File: config.mk
export PLATFORM = sky130hd
export DESIGN_NAME = pbcap_regs
export DESIGN_NICKNAME = d
export VERILOG_FILES = /design/src/design/pbcap_pkg.sv /design/src/design/pbcap_word_mux.sv /design/src/design/pbcap_regs.sv
export SDC_FILE = /design/constraint.sdc
export NUM_CORES = 1
export LEC_CHECK = 0
export BUFFER_PORTS_ARGS = -buffer_cell sky130_fd_sc_hd__buf_4
export CELL_PAD_IN_SITES_DETAIL_PLACEMENT = 1
export CELL_PAD_IN_SITES_GLOBAL_PLACEMENT = 2
export CORE_MARGIN = 5
export CORE_UTILIZATION = 44
export CTS_CLUSTER_SIZE = 12
export DETAILED_ROUTE_END_ITERATION = 10
export PLACE_DENSITY_LB_ADDON = 0.1
export SLEW_MARGIN = 20
export SYNTH_ARGS = -nofsm -noshare
export SYNTH_HDL_FRONTEND = slang
export SYNTH_HIERARCHICAL = 1
export SYNTH_SLANG_ARGS = --single-unit
File: constraint.sdc
create_clock -name clk -period 2.7 [get_ports clk]
set_clock_uncertainty 0.15 [all_clocks]
set_input_delay 0.405 -clock clk [delete_from_list [all_inputs] [get_ports clk]]
set_output_delay 0.405 -clock clk [all_outputs]
set_load 0.01 [all_outputs]
File: src/design/pbcap_pkg.sv
package pbcap_pkg;
    // Byte addresses on the APB port
    localparam logic [11:0] ADDR_ARB_PHASES = 12'h22c;
    localparam logic [11:0] ADDR_CAP_HEADER = 12'h280;
    localparam logic [11:0] ADDR_DATA_SELECT = 12'h284;
    localparam logic [11:0] ADDR_DATA_WINDOW = 12'h288;
    localparam logic [11:0] ADDR_SYS_ALLOC = 12'h28c;
    localparam logic [11:0] ADDR_WORD_BASE = 12'h300;
    localparam logic [11:0] ADDR_WORD_LAST = 12'h31c;
    localparam logic [11:0] ADDR_SW_CONTROL = 12'h404;

    // Field positions
    localparam int CAP_ID_LSB = 0;
    localparam int CAP_ID_W = 16;
    localparam int CAP_VER_LSB = 16;
    localparam int CAP_VER_W = 4;
    localparam int NEXT_PTR_LSB = 20;
    localparam int NEXT_PTR_W = 12;
    localparam int SELECT_W = 8;
    localparam int SYS_ALLOC_BIT = 0;
    localparam int UNLOCK_BIT = 3;
    localparam int SLOT_W = 4;
    localparam int NUM_SLOTS = 8;
    localparam int NUM_WORDS = 8;

    // Reset values
    localparam logic [31:0] RST_ARB_PHASES = 32'h4264_2642;
    localparam logic [31:0] RST_CAP_HEADER = 32'h0000_0000;
    localparam logic [7:0] RST_SELECT = 8'h00;
    localparam logic RST_SYS_ALLOC = 1'b0;
    localparam logic RST_UNLOCK = 1'b0;
    localparam logic [31:0] RST_BUDGET_WORD = 32'h0000_0000;

    // Values software is expected to load
    localparam logic [15:0] CAP_ID_POWER_BUDGET = 16'h0004;
    localparam logic [3:0] CAP_VER_ONE = 4'h1;

    // Port codes of the arbitration table
    localparam logic [3:0] PORT_UPSTREAM = 4'h0;
    localparam logic [3:0] PORT_DOWN_A = 4'h2;
    localparam logic [3:0] PORT_DOWN_B = 4'h4;
endpackage

File: src/design/pbcap_word_mux.sv
`timescale 1ns/10ps
// Data window selector: stored word for codes 0..7, zero for anything higher
module pbcap_word_mux #(
    parameter int NUM_WORDS = 8,
    parameter int SEL_W = 8
) (
    input wire logic [NUM_WORDS*32-1:0] words,
    input wire logic [SEL_W-1:0] select,
    output logic [31:0] window
);
    initial begin
        if (NUM_WORDS < 1 || NUM_WORDS > (1 << SEL_W))
            $error("pbcap_word_mux: NUM_WORDS out of range");
    end

    always_comb begin
        window = 32'h0000_0000;
        for (int i = 0; i < NUM_WORDS; i++) begin
            if (select == SEL_W'(i))
                window = words[i*32 +: 32];
        end
    end
endmodule

File: src/design/pbcap_regs.sv
`timescale 1ns/10ps
// Summary of operation
// Phases 24 to 31: eight 4-bit read-write port slots, ascending nibbles.
// Header bits 15:0 hold capability identifier; value four means power budgeting.
// Header bits 19:16 version (one), bits 31:20 next capability pointer.
// Eight-bit read-write select chooses which stored budget word is shown.
// Select zero to seven: data window returns that stored budget word.
// Select above seven: data window reads all zeros.
// Bit zero of sys-alloc register: power already counted, ignore reported figures.
// Init agent should load header and sys-alloc bit from serial memory.
// Lockable fields accept writes only while global unlock bit is set.
// Eight consecutive 32-bit stored budget words feed the data window.
// Arbiter skips a phase naming an invalid port without spending a period.
// Reserved bits read zero, ignore writes; data window writes have no effect.
module pbcap_regs #(
    parameter int NUM_WORDS = pbcap_pkg::NUM_WORDS
) (
    input wire logic clk,
    input wire logic reset_n,
    input wire logic psel,
    input wire logic penable,
    input wire logic pwrite,
    input wire logic [11:0] paddr,
    input wire logic [31:0] pwdata,
    output logic [31:0] prdata,
    output logic pready,
    output logic pslverr,
    output logic [31:0] arb_phase_table,
    output logic [7:0] arb_slot_valid,
    output logic system_allocated_flag,
    output logic global_write_unlock
);
    initial begin
        if (NUM_WORDS != pbcap_pkg::NUM_WORDS)
            $error("pbcap_regs: eight stored budget words are mapped");
    end

    logic [31:0] arb_phases_ff;
    logic [31:0] cap_header_ff;
    logic [7:0] budget_word_select_ff;
    logic system_allocated_ff;
    logic unlock_ff;
    logic [31:0] stored_budget_word_ff [NUM_WORDS];
    logic [NUM_WORDS*32-1:0] word_bus;
    logic [31:0] data_window;
    logic [31:0] nxt_prdata;
    logic [31:0] prdata_ff;
    logic wr_en;
    logic rd_en;
    logic hit;
    logic word_hit;
    logic [2:0] word_idx;

    // Zero-wait slave: every access completes in its first access cycle
    assign pready = 1'b1;
    assign wr_en = psel & penable & pwrite;
    assign rd_en = psel & penable & ~pwrite;
    assign word_hit = (paddr >= pbcap_pkg::ADDR_WORD_BASE)
        && (paddr <= pbcap_pkg::ADDR_WORD_LAST) && (paddr[1:0] == 2'b00);
    assign word_idx = 3'((paddr - pbcap_pkg::ADDR_WORD_BASE) >> 2);

    always_comb begin
        hit = word_hit;
        unique case (paddr)
            pbcap_pkg::ADDR_ARB_PHASES,
            pbcap_pkg::ADDR_CAP_HEADER,
            pbcap_pkg::ADDR_DATA_SELECT,
            pbcap_pkg::ADDR_DATA_WINDOW,
            pbcap_pkg::ADDR_SYS_ALLOC,
            pbcap_pkg::ADDR_SW_CONTROL: hit = 1'b1;
            default: ;
        endcase
    end

    // Unmapped addresses answer with an error; writes there change nothing
    assign pslverr = psel & penable & ~hit;

    always_ff @(posedge clk or negedge reset_n) begin
        if (!reset_n) begin
            arb_phases_ff <= pbcap_pkg::RST_ARB_PHASES;
        end else if (wr_en && paddr == pbcap_pkg::ADDR_ARB_PHASES) begin
            arb_phases_ff <= pwdata;
        end
    end

    always_ff @(posedge clk or negedge reset_n) begin
        if (!reset_n) begin
            cap_header_ff <= pbcap_pkg::RST_CAP_HEADER;
        end else if (wr_en && unlock_ff && paddr == pbcap_pkg::ADDR_CAP_HEADER) begin
            // Whole header is lockable; id, version, pointer all take the write
            cap_header_ff[pbcap_pkg::CAP_ID_LSB +: pbcap_pkg::CAP_ID_W] <=
                pwdata[pbcap_pkg::CAP_ID_LSB +: pbcap_pkg::CAP_ID_W]; // see
            cap_header_ff[pbcap_pkg::CAP_VER_LSB +: pbcap_pkg::CAP_VER_W] <=
                pwdata[pbcap_pkg::CAP_VER_LSB +: pbcap_pkg::CAP_VER_W];
            cap_header_ff[pbcap_pkg::NEXT_PTR_LSB +: pbcap_pkg::NEXT_PTR_W] <=
                pwdata[pbcap_pkg::NEXT_PTR_LSB +: pbcap_pkg::NEXT_PTR_W];
        end
    end

    always_ff @(posedge clk or negedge reset_n) begin
        if (!reset_n) begin
            budget_word_select_ff <= pbcap_pkg::RST_SELECT;
        end else if (wr_en && paddr == pbcap_pkg::ADDR_DATA_SELECT) begin
            budget_word_select_ff <= pwdata[pbcap_pkg::SELECT_W-1:0]; // see
        end
    end

    always_ff @(posedge clk or negedge reset_n) begin
        if (!reset_n) begin
            system_allocated_ff <= pbcap_pkg::RST_SYS_ALLOC;
        end else if (wr_en && unlock_ff && paddr == pbcap_pkg::ADDR_SYS_ALLOC) begin
            system_allocated_ff <= pwdata[pbcap_pkg::SYS_ALLOC_BIT]; // see
        end
    end

    // Unlock itself is never locked, else software could not reopen it
    always_ff @(posedge clk or negedge reset_n) begin
        if (!reset_n) begin
            unlock_ff <= pbcap_pkg::RST_UNLOCK;
        end else if (wr_en && paddr == pbcap_pkg::ADDR_SW_CONTROL) begin
            unlock_ff <= pwdata[pbcap_pkg::UNLOCK_BIT];
        end
    end

    genvar g;
    generate
        for (g = 0; g < NUM_WORDS; g++) begin : gen_word
            always_ff @(posedge clk or negedge reset_n) begin
                if (!reset_n) begin
                    stored_budget_word_ff[g] <= pbcap_pkg::RST_BUDGET_WORD;
                end else if (wr_en && unlock_ff && word_hit && word_idx == 3'(g)) begin
                    stored_budget_word_ff[g] <= pwdata; // see
                end
            end
            assign word_bus[g*32 +: 32] = stored_budget_word_ff[g];
        end
        for (g = 0; g < pbcap_pkg::NUM_SLOTS; g++) begin : gen_slot
            // Arbiter consumer skips a slot whose code is not a real port
            assign arb_slot_valid[g] =
                (arb_phases_ff[g*4 +: 4] == pbcap_pkg::PORT_UPSTREAM)
                || (arb_phases_ff[g*4 +: 4] == pbcap_pkg::PORT_DOWN_A)
                || (arb_phases_ff[g*4 +: 4] == pbcap_pkg::PORT_DOWN_B);
        end
    endgenerate

    pbcap_word_mux #(
        .NUM_WORDS(NUM_WORDS),
        .SEL_W(pbcap_pkg::SELECT_W)
    ) u_word_mux (
        .words(word_bus),
        .select(budget_word_select_ff),
        .window(data_window)
    );

    always_comb begin
        nxt_prdata = 32'h0000_0000;
        if (word_hit) begin
            nxt_prdata = stored_budget_word_ff[word_idx];
        end else begin
            unique case (paddr)
                pbcap_pkg::ADDR_ARB_PHASES: nxt_prdata = arb_phases_ff;
                pbcap_pkg::ADDR_CAP_HEADER: nxt_prdata = cap_header_ff;
                pbcap_pkg::ADDR_DATA_SELECT: nxt_prdata = {24'h000000, budget_word_select_ff};
                pbcap_pkg::ADDR_DATA_WINDOW: nxt_prdata = data_window; // see
                pbcap_pkg::ADDR_SYS_ALLOC: nxt_prdata = {31'h0, system_allocated_ff};
                pbcap_pkg::ADDR_SW_CONTROL: nxt_prdata = {28'h0, unlock_ff, 3'b000};
                default: nxt_prdata = 32'h0000_0000;
            endcase
        end
    end

    // Read data is captured at the setup edge so it stands, registered, through
    // the zero-wait access cycle; a write always commits before the next setup
    always_ff @(posedge clk or negedge reset_n) begin
        if (!reset_n) begin
            prdata_ff <= 32'h0000_0000;
        end else if (psel && !penable && !pwrite) begin
            prdata_ff <= nxt_prdata;
        end else if (!rd_en) begin
            prdata_ff <= 32'h0000_0000;
        end
    end

    assign prdata = prdata_ff;

    assign arb_phase_table = arb_phases_ff;
    assign system_allocated_flag = system_allocated_ff;
    assign global_write_unlock = unlock_ff;
endmodule

==> impl_metrics.csv, run 1 <==
group,metric,value,unit
route,viasPerCell,5.976,
clock_tree,clock_latency,0.56,ns
yosys,synth_edf_count,0,
pwr,ir_drop,0.4019,mV
finish,area_delta_synth_final,17.53,%
yosys,synth_area_leaders,"dfrtp_1 (46%), mux2_2 (16%), mux4_2 (14%), mux2_4 (4.7%), nand2_1 (2.5%)",
place,placed_area,20850,sq um
place,numPortBuffers,123,
global_routing,grt-ovfl-total,0,
critical_path,cp-start-kind,"register",
finish,drive_gt1_share,49.15,%
finish,antenna_cells,0,
yosys,synth.most_common_cell,"dfrtp_1",
finish,nNetsFinal,1546,
floorplan,die_h,218.2,um
clock_tree,cts.sinks,362,
route,vias,12640,
floorplan,start_util,44.38,%
global_routing,first_global_vias,13931,
timing,fin_crit_sh,94.92,%
yosys,ys_warn_count,6,
global_routing,grt_pass1_wl,89090,um
status,status,"completed",
floorplan,rows,76,
timing,fin_tns_setup,0,ns
timing,period_minus_slack,2.563,ns
clock_tree,cts_tree,"yes",
critical_path,crit_type,"reg -> reg",
critical_path,critPathArrivalTime,2.84,ns
critical_path,endpoint_kind,"register",
hold_path,hp-class,"in -> reg",
timing,fin_hold_ws,0.02657,ns
yosys,synth_common_cells,"dfrtp_1 (352), mux2_2 (269), nand2_1 (126), mux4_2 (117), mux2_4 (60)",
critical_path,reg2reg_slack,0.14,ns
place,place_inst,2023,
clock_tree,h-tree-depth,2,
timing,worstMarginPinSlew,0.5656,ns
timing,fmaxAchievable,390.2,MHz
place,place.gp.congestion,0.7721,
floorplan,fp.dieW,218.2,um
route,routed_wl,56750,um
route,drtIter0Drc,712,
pwr,p_per_area,529.6,nW/um^2
flow_run,cap_violations,0,
yosys,synth-seq-cells,362,
yosys,ys_async_sr_fraction,100.0,%
finish,n_fill_cell,4281,
floorplan,die-area,47620,sq um
yosys,syn-num-nets,1421,
clock_tree,cts-root-buf,"clkbuf_16",
timing,max_slew_margin,62.29,%
yosys,synth_top_area_cell,"dfrtp_1",
pwr,p_total,11.87,mW
yosys,synth_cells,1372,
finish,utilization,52.16,%
clock_tree,clk_path_buf_depth,3,
timing,hold_viol,0,
timing,setup_viol,0,
route,drc,0,
route,wl_per_cell,26.83,um
floorplan,core,42980,sq um
yosys,avgSynthCellArea,13.90,sq um
yosys,yosysTopAreaCellShare,46.18,%
yosys,synth_seq_area_share,47.56,%
yosys,synthFlopType,"dfrtp_1",
clock_tree,cts_buffers,42,
global_routing,grt_antenna_before_repair,0,
timing,drv_slew,0,
critical_path,cp_max_fo,13,
pwr,p_leak,10.25,nW
finish,layoutNonFillerInstCount,2115,
place,preCtsSetupSlack,-0.01428,ns
critical_path,crit_required,2.98,ns
route,ant_nets,0,
clock_tree,clk_pin_slew,0.06,ns
place,dpl.hpwl,36330,um
timing,fin_ws,0.1372,ns
timing,rsz0062_at_grt,"false",
global_routing,track_usage,24.18,%
yosys,yosysUniqueCellTypes,56,
route,first_pass_iters,5,
floorplan,ios,125,
global_routing,grt_max_degree,101,
finish,design_area,22420,sq um
yosys,netlist_area,19070,sq um
==> routing by layer <==
| layer | track usage (%) | part of all wire (%) |
|---|---|---|
| met5 | 0 | 0 |
| met3 | 3.477 | 3.5 |
| met2 | 39.55 | 48 |
| met1 | 34.83 | 47 |
| met4 | 4.982 | 1.5 |
==> final timing paths <==
check | cells past startpoint | end | startpoint
min in group asynchronous | 2 | arb_phase_table[0]$_DFFE_PN0P_ | reset_n
max reg2reg | 7 | prdata[5]$_DFFE_PN0P_ | budget_word_select_ff[0]$_DFFE_PN0P_
max | 7 | prdata[5]$_DFFE_PN0P_ | budget_word_select_ff[0]$_DFFE_PN0P_
min reg2reg | 2 | prdata[0]$_DFFE_PN0P_ | prdata[0]$_DFFE_PN0P_
min | 2 | stored_budget_word_ff[248]$_DFFE_PN0P_ | pwdata[24]
max in group asynchronous | 3 | stored_budget_word_ff[20]$_DFFE_PN0P_ | reset_n
==> cell usage in the layout (no fill, tap or decap), types with 5 or more instances in the layout <==
master           n
a211oi_1        10
mux2_4          60
buf_12          20
dlygate4sd3_1   11
mux2_2         269
clkbuf_1        12
clkinv_2         5
nor2_1          37
a222oi_1         5
nand3_1          5
o21ai_0         20
mux2i_1         39
a221oi_1        27
buf_4          182
nand2_1        124
dfstp_2         10
mux4_2         117
clkbuf_16       43
dfrtp_1        349
a31oi_1         46
o221ai_1         6
a21oi_1         29
clkbuf_8        11
nor2b_1          7
mux2_1          14
==> repair_timing <==
action | 4_1_cts | 5_1_grt
endpoints found under the hold margin | 75 | 0
buffers inserted | 0 | 4
hold buffers | 11 | 0
endpoints found under the setup margin | 0 | 12
resized for setup | 0 | 2
==> state kept, by name, indices dropped and copies added, names as in the netlist <==
name and flops:
stored_budget_word_ff 256, arb_phase_table 32, cap_header_ff 32, prdata 32, budget_word_select_ff 8, global_write_unlock 1, system_allocated_flag 1
==> report_power, final <==
group	internal (mW)	total [mW]	switching, mW
clock	3.53	5.89	2.36
sequential	5.43	5.44	0.00542
combinational	0.170	0.542	0.372
==> critical path: stages (launching register included) <==
cell and delay (ns):
dfrtp_4 0.56, mux4_2 0.54, mux2i_1 0.20, nor2_1 0.06, mux2i_1 0.16, o21ai_0 0.09
a222oi_1 0.52, o21ai_0 0.14
==> kinds of logic (layout without fill, tap and decap cells) <==
logic type / Yosys count / count (layout) / synth area share [%]
other cells: 1 / 1 / 0.01966
simple gates: 214 / 214 / 5.405
buf+inv: 137 / 295 / 4.021
mux: 500 / 500 / 37.43
flops: 362 / 362 / 47.56
compound gates: 158 / 158 / 5.569
==> layout make-up <==
type                            count  area (sq um)  share of cell area (%)
Multi-Input combinational cell    873          9279                   41.39
Sequential cell                   362          9077                   40.49
Timing Repair Buffer              215          1903                   8.489
Clock buffer                       66          1272                   5.676
Tap cell                          585         732.0                   3.265
Clock inverter                     11         142.6                  0.6363
Inverter                            3         11.26                 0.05023
(Power assumes the default switching activity.)
==> run 2, diff against run 1 <==
Settings changed: CORE_ASPECT_RATIO from default to 0.5, CTS_BUF_LIST from default to sky130_fd_sc_hd__clkbuf_16, SLEW_MARGIN 20 to default.
==> impl_metrics.csv, run 2 (synthesis gave the netlist of run 1 again) <==
group,metric,value,unit
status,status,"completed",
finish,antenna_cells,0,
clock_tree,cts_buffers,37,
timing,hold_viol,0,
critical_path,crit_type,"reg -> reg",
route,ant_nets,0,
place,preCtsSetupSlack,0.02596,ns
critical_path,worstRegToRegCells,8,
finish,largest_reg_flops,256,
hold_path,hold_path.startpoint,"pwdata[11]",
clock_tree,cts-root-buf,"clkbuf_16",
pwr,p_per_area,491.4,nW/um^2
timing,setup_viol,0,
global_routing,track_usage,23.76,%
floorplan,ios,125,
finish,drive_gt1_share,48.37,%
hold_path,hp-class,"in -> reg",
critical_path,rr_endpoint,"prdata[6]$_DFFE_PN0P_",
route,first_pass_iters,5,
timing,worstMarginPinSlew,0.6419,ns
timing,fin_crit_sh,91.09,%
finish,largest-register,"stored_budget_word_ff",
floorplan,rows,53,
critical_path,cp_max_fo,10,
global_routing,grt-ovfl-total,0,
clock_tree,clk_path_buf_depth,3,
clock_tree,cts_tree,"yes",
timing,drv_slew,0,
floorplan,fp.dieW,304.5,um
global_routing,first_global_vias,14153,
timing,rsz0062_at_grt,"false",
timing,period_minus_slack,2.459,ns
global_routing,grt_max_degree,66,
critical_path,cp-start-kind,"register",
timing,fmaxAchievable,406.6,MHz
floorplan,die_h,157.2,um
finish,n_fill_cell,4123,
timing,max_slew_margin,57.21,%
place,place.gp.congestion,0.8063,
critical_path,critPathArrivalTime,2.71,ns
finish,multi_input_area,9278,sq um
critical_path,reg2reg_slack,0.24,ns
finish,nNetsFinal,1532,
clock_tree,cts.sinks,362,
place,numPortBuffers,123,
finish,layout.cells.most_common_list,"dfrtp_1 (349), mux2_2 (269), buf_4 (179)",
clock_tree,clock_latency,0.55,ns
timing,fin_tns_setup,0,ns
route,drc,0,
critical_path,timing.rr.start,"budget_word_select_ff[0]$_DFFE_PN0P_",
route,routed_wl,56430,um
route,wl_per_cell,27.08,um
floorplan,core,42370,sq um
finish,area.sequential,9077,sq um
global_routing,grt_antenna_before_repair,0,
route,viasPerCell,6.043,
route,vias,12594,
pwr,ir_drop,0.3534,mV
clock_tree,clk_pin_slew,0.06,ns
clock_tree,h-tree-depth,2,
floorplan,start_util,45.01,%
timing,fin_hold_ws,0.02780,ns
clock_tree,cts_resized,0,
route,drtIter0Drc,693,
critical_path,endpoint_kind,"register",
finish,area_delta_synth_final,15.63,%
finish,layout_commonest_cell,"dfrtp_1",
hold_path,hold_end,"stored_budget_word_ff[107]$_DFFE_PN0P_",
flow_run,cap_violations,0,
timing,fin_ws,0.2406,ns
global_routing,grt_pass1_wl,88250,um
hold_path,holdPathStages,2,
place,dpl.hpwl,36700,um
critical_path,crit_required,2.95,ns
floorplan,die-area,47870,sq um
pwr,p_leak,10.14,nW
[run 2: changes by cell type in the layout (fill, tap and decap cells not counted), sizes merged]
cell,previous run,this run
clkinvlp,1,0
inv,5,21
dlygate4sd3,11,1
buf,204,205
bufinv,3,1
clkbuf,66,39
[run 2: timing repair]
action | 4_1_cts | 5_1_grt
hold buffers | 1 | 0
hold endpoints to repair | 54 | 0
endpoints found under the setup margin | 0 | 1
buffers inserted | 0 | 3
[run 2: stage by stage]
stage,util [%],power [mW],cells,instance area [sq um]
floorplan,-,5.753,1372,19070
global placement,49.35,6.069,2017,20910
detailed placement,49.35,6.082,2017,20910
CTS,51.97,10.96,2081,22020
global route,52.05,11.26,2084,22060
finish,52.05,10.84,2084,22060
[run 2: layout make-up]
class,count,area share (%)
Sequential cell,362,41.16
Multi-Input combinational cell,873,42.06
Clock inverter,24,0.5559
Clock buffer,39,4.425
Tap cell,577,3.273
Inverter,3,0.05106
Timing Repair Buffer,206,8.475
[run 2: worst max path at each step]
stage / end / cells after the start / slack [ns] / from
final: prdata[6]$_DFFE_PN0P_ / 8 / 0.24 / budget_word_select_ff[0]$_DFFE_PN0P_
after floorplan: stored_budget_word_ff[160]$_DFFE_PN0P_ / 6 / 0.34 / paddr[6]
after CTS: prdata[6]$_DFFE_PN0P_ / 7 / 0.1 / budget_word_select_ff[0]$_DFFE_PN0P_
after detailed placement: stored_budget_word_ff[248]$_DFFE_PN0P_ / 7 / 0.03 / paddr[6]
after global routing: prdata[6]$_DFFE_PN0P_ / 8 / 0.12 / budget_word_select_ff[0]$_DFFE_PN0P_
after global placement: stored_budget_word_ff[240]$_DFFE_PN0P_ / 7 / 0.08 / paddr[6]
[run 2: where the power goes]
group	switching (mW)	internal (mW)	total, mW	leakage (nW)
Clock	2.18	2.68	4.87	0.600
Combinational	0.366	0.170	0.537	4.52
Sequential	0.00522	5.43	5.44	5.01
[run 2: routing by layer]
| layer | GRT usage [%] | routed length (um) | up-vias |
|---|---|---|---|
| met5 | 0 | 0 | - |
| li1 | - | - | 5386 |
| met2 | 39.82 | 27320 | 256 |
| met3 | 3.052 | 2124 | 77 |
| met4 | 5.206 | 1195 | 0 |
| met1 | 33.80 | 25800 | 6875 |
[run 2: critical path: stages (launching register included)]
cell      delay [ns]
dfrtp_4         0.43
buf_12          0.15
mux4_2          0.49
mux2i_1         0.28
nor2_1          0.08
mux2i_1         0.16
o21ai_0         0.10
a222oi_1        0.34
o21ai_0         0.12
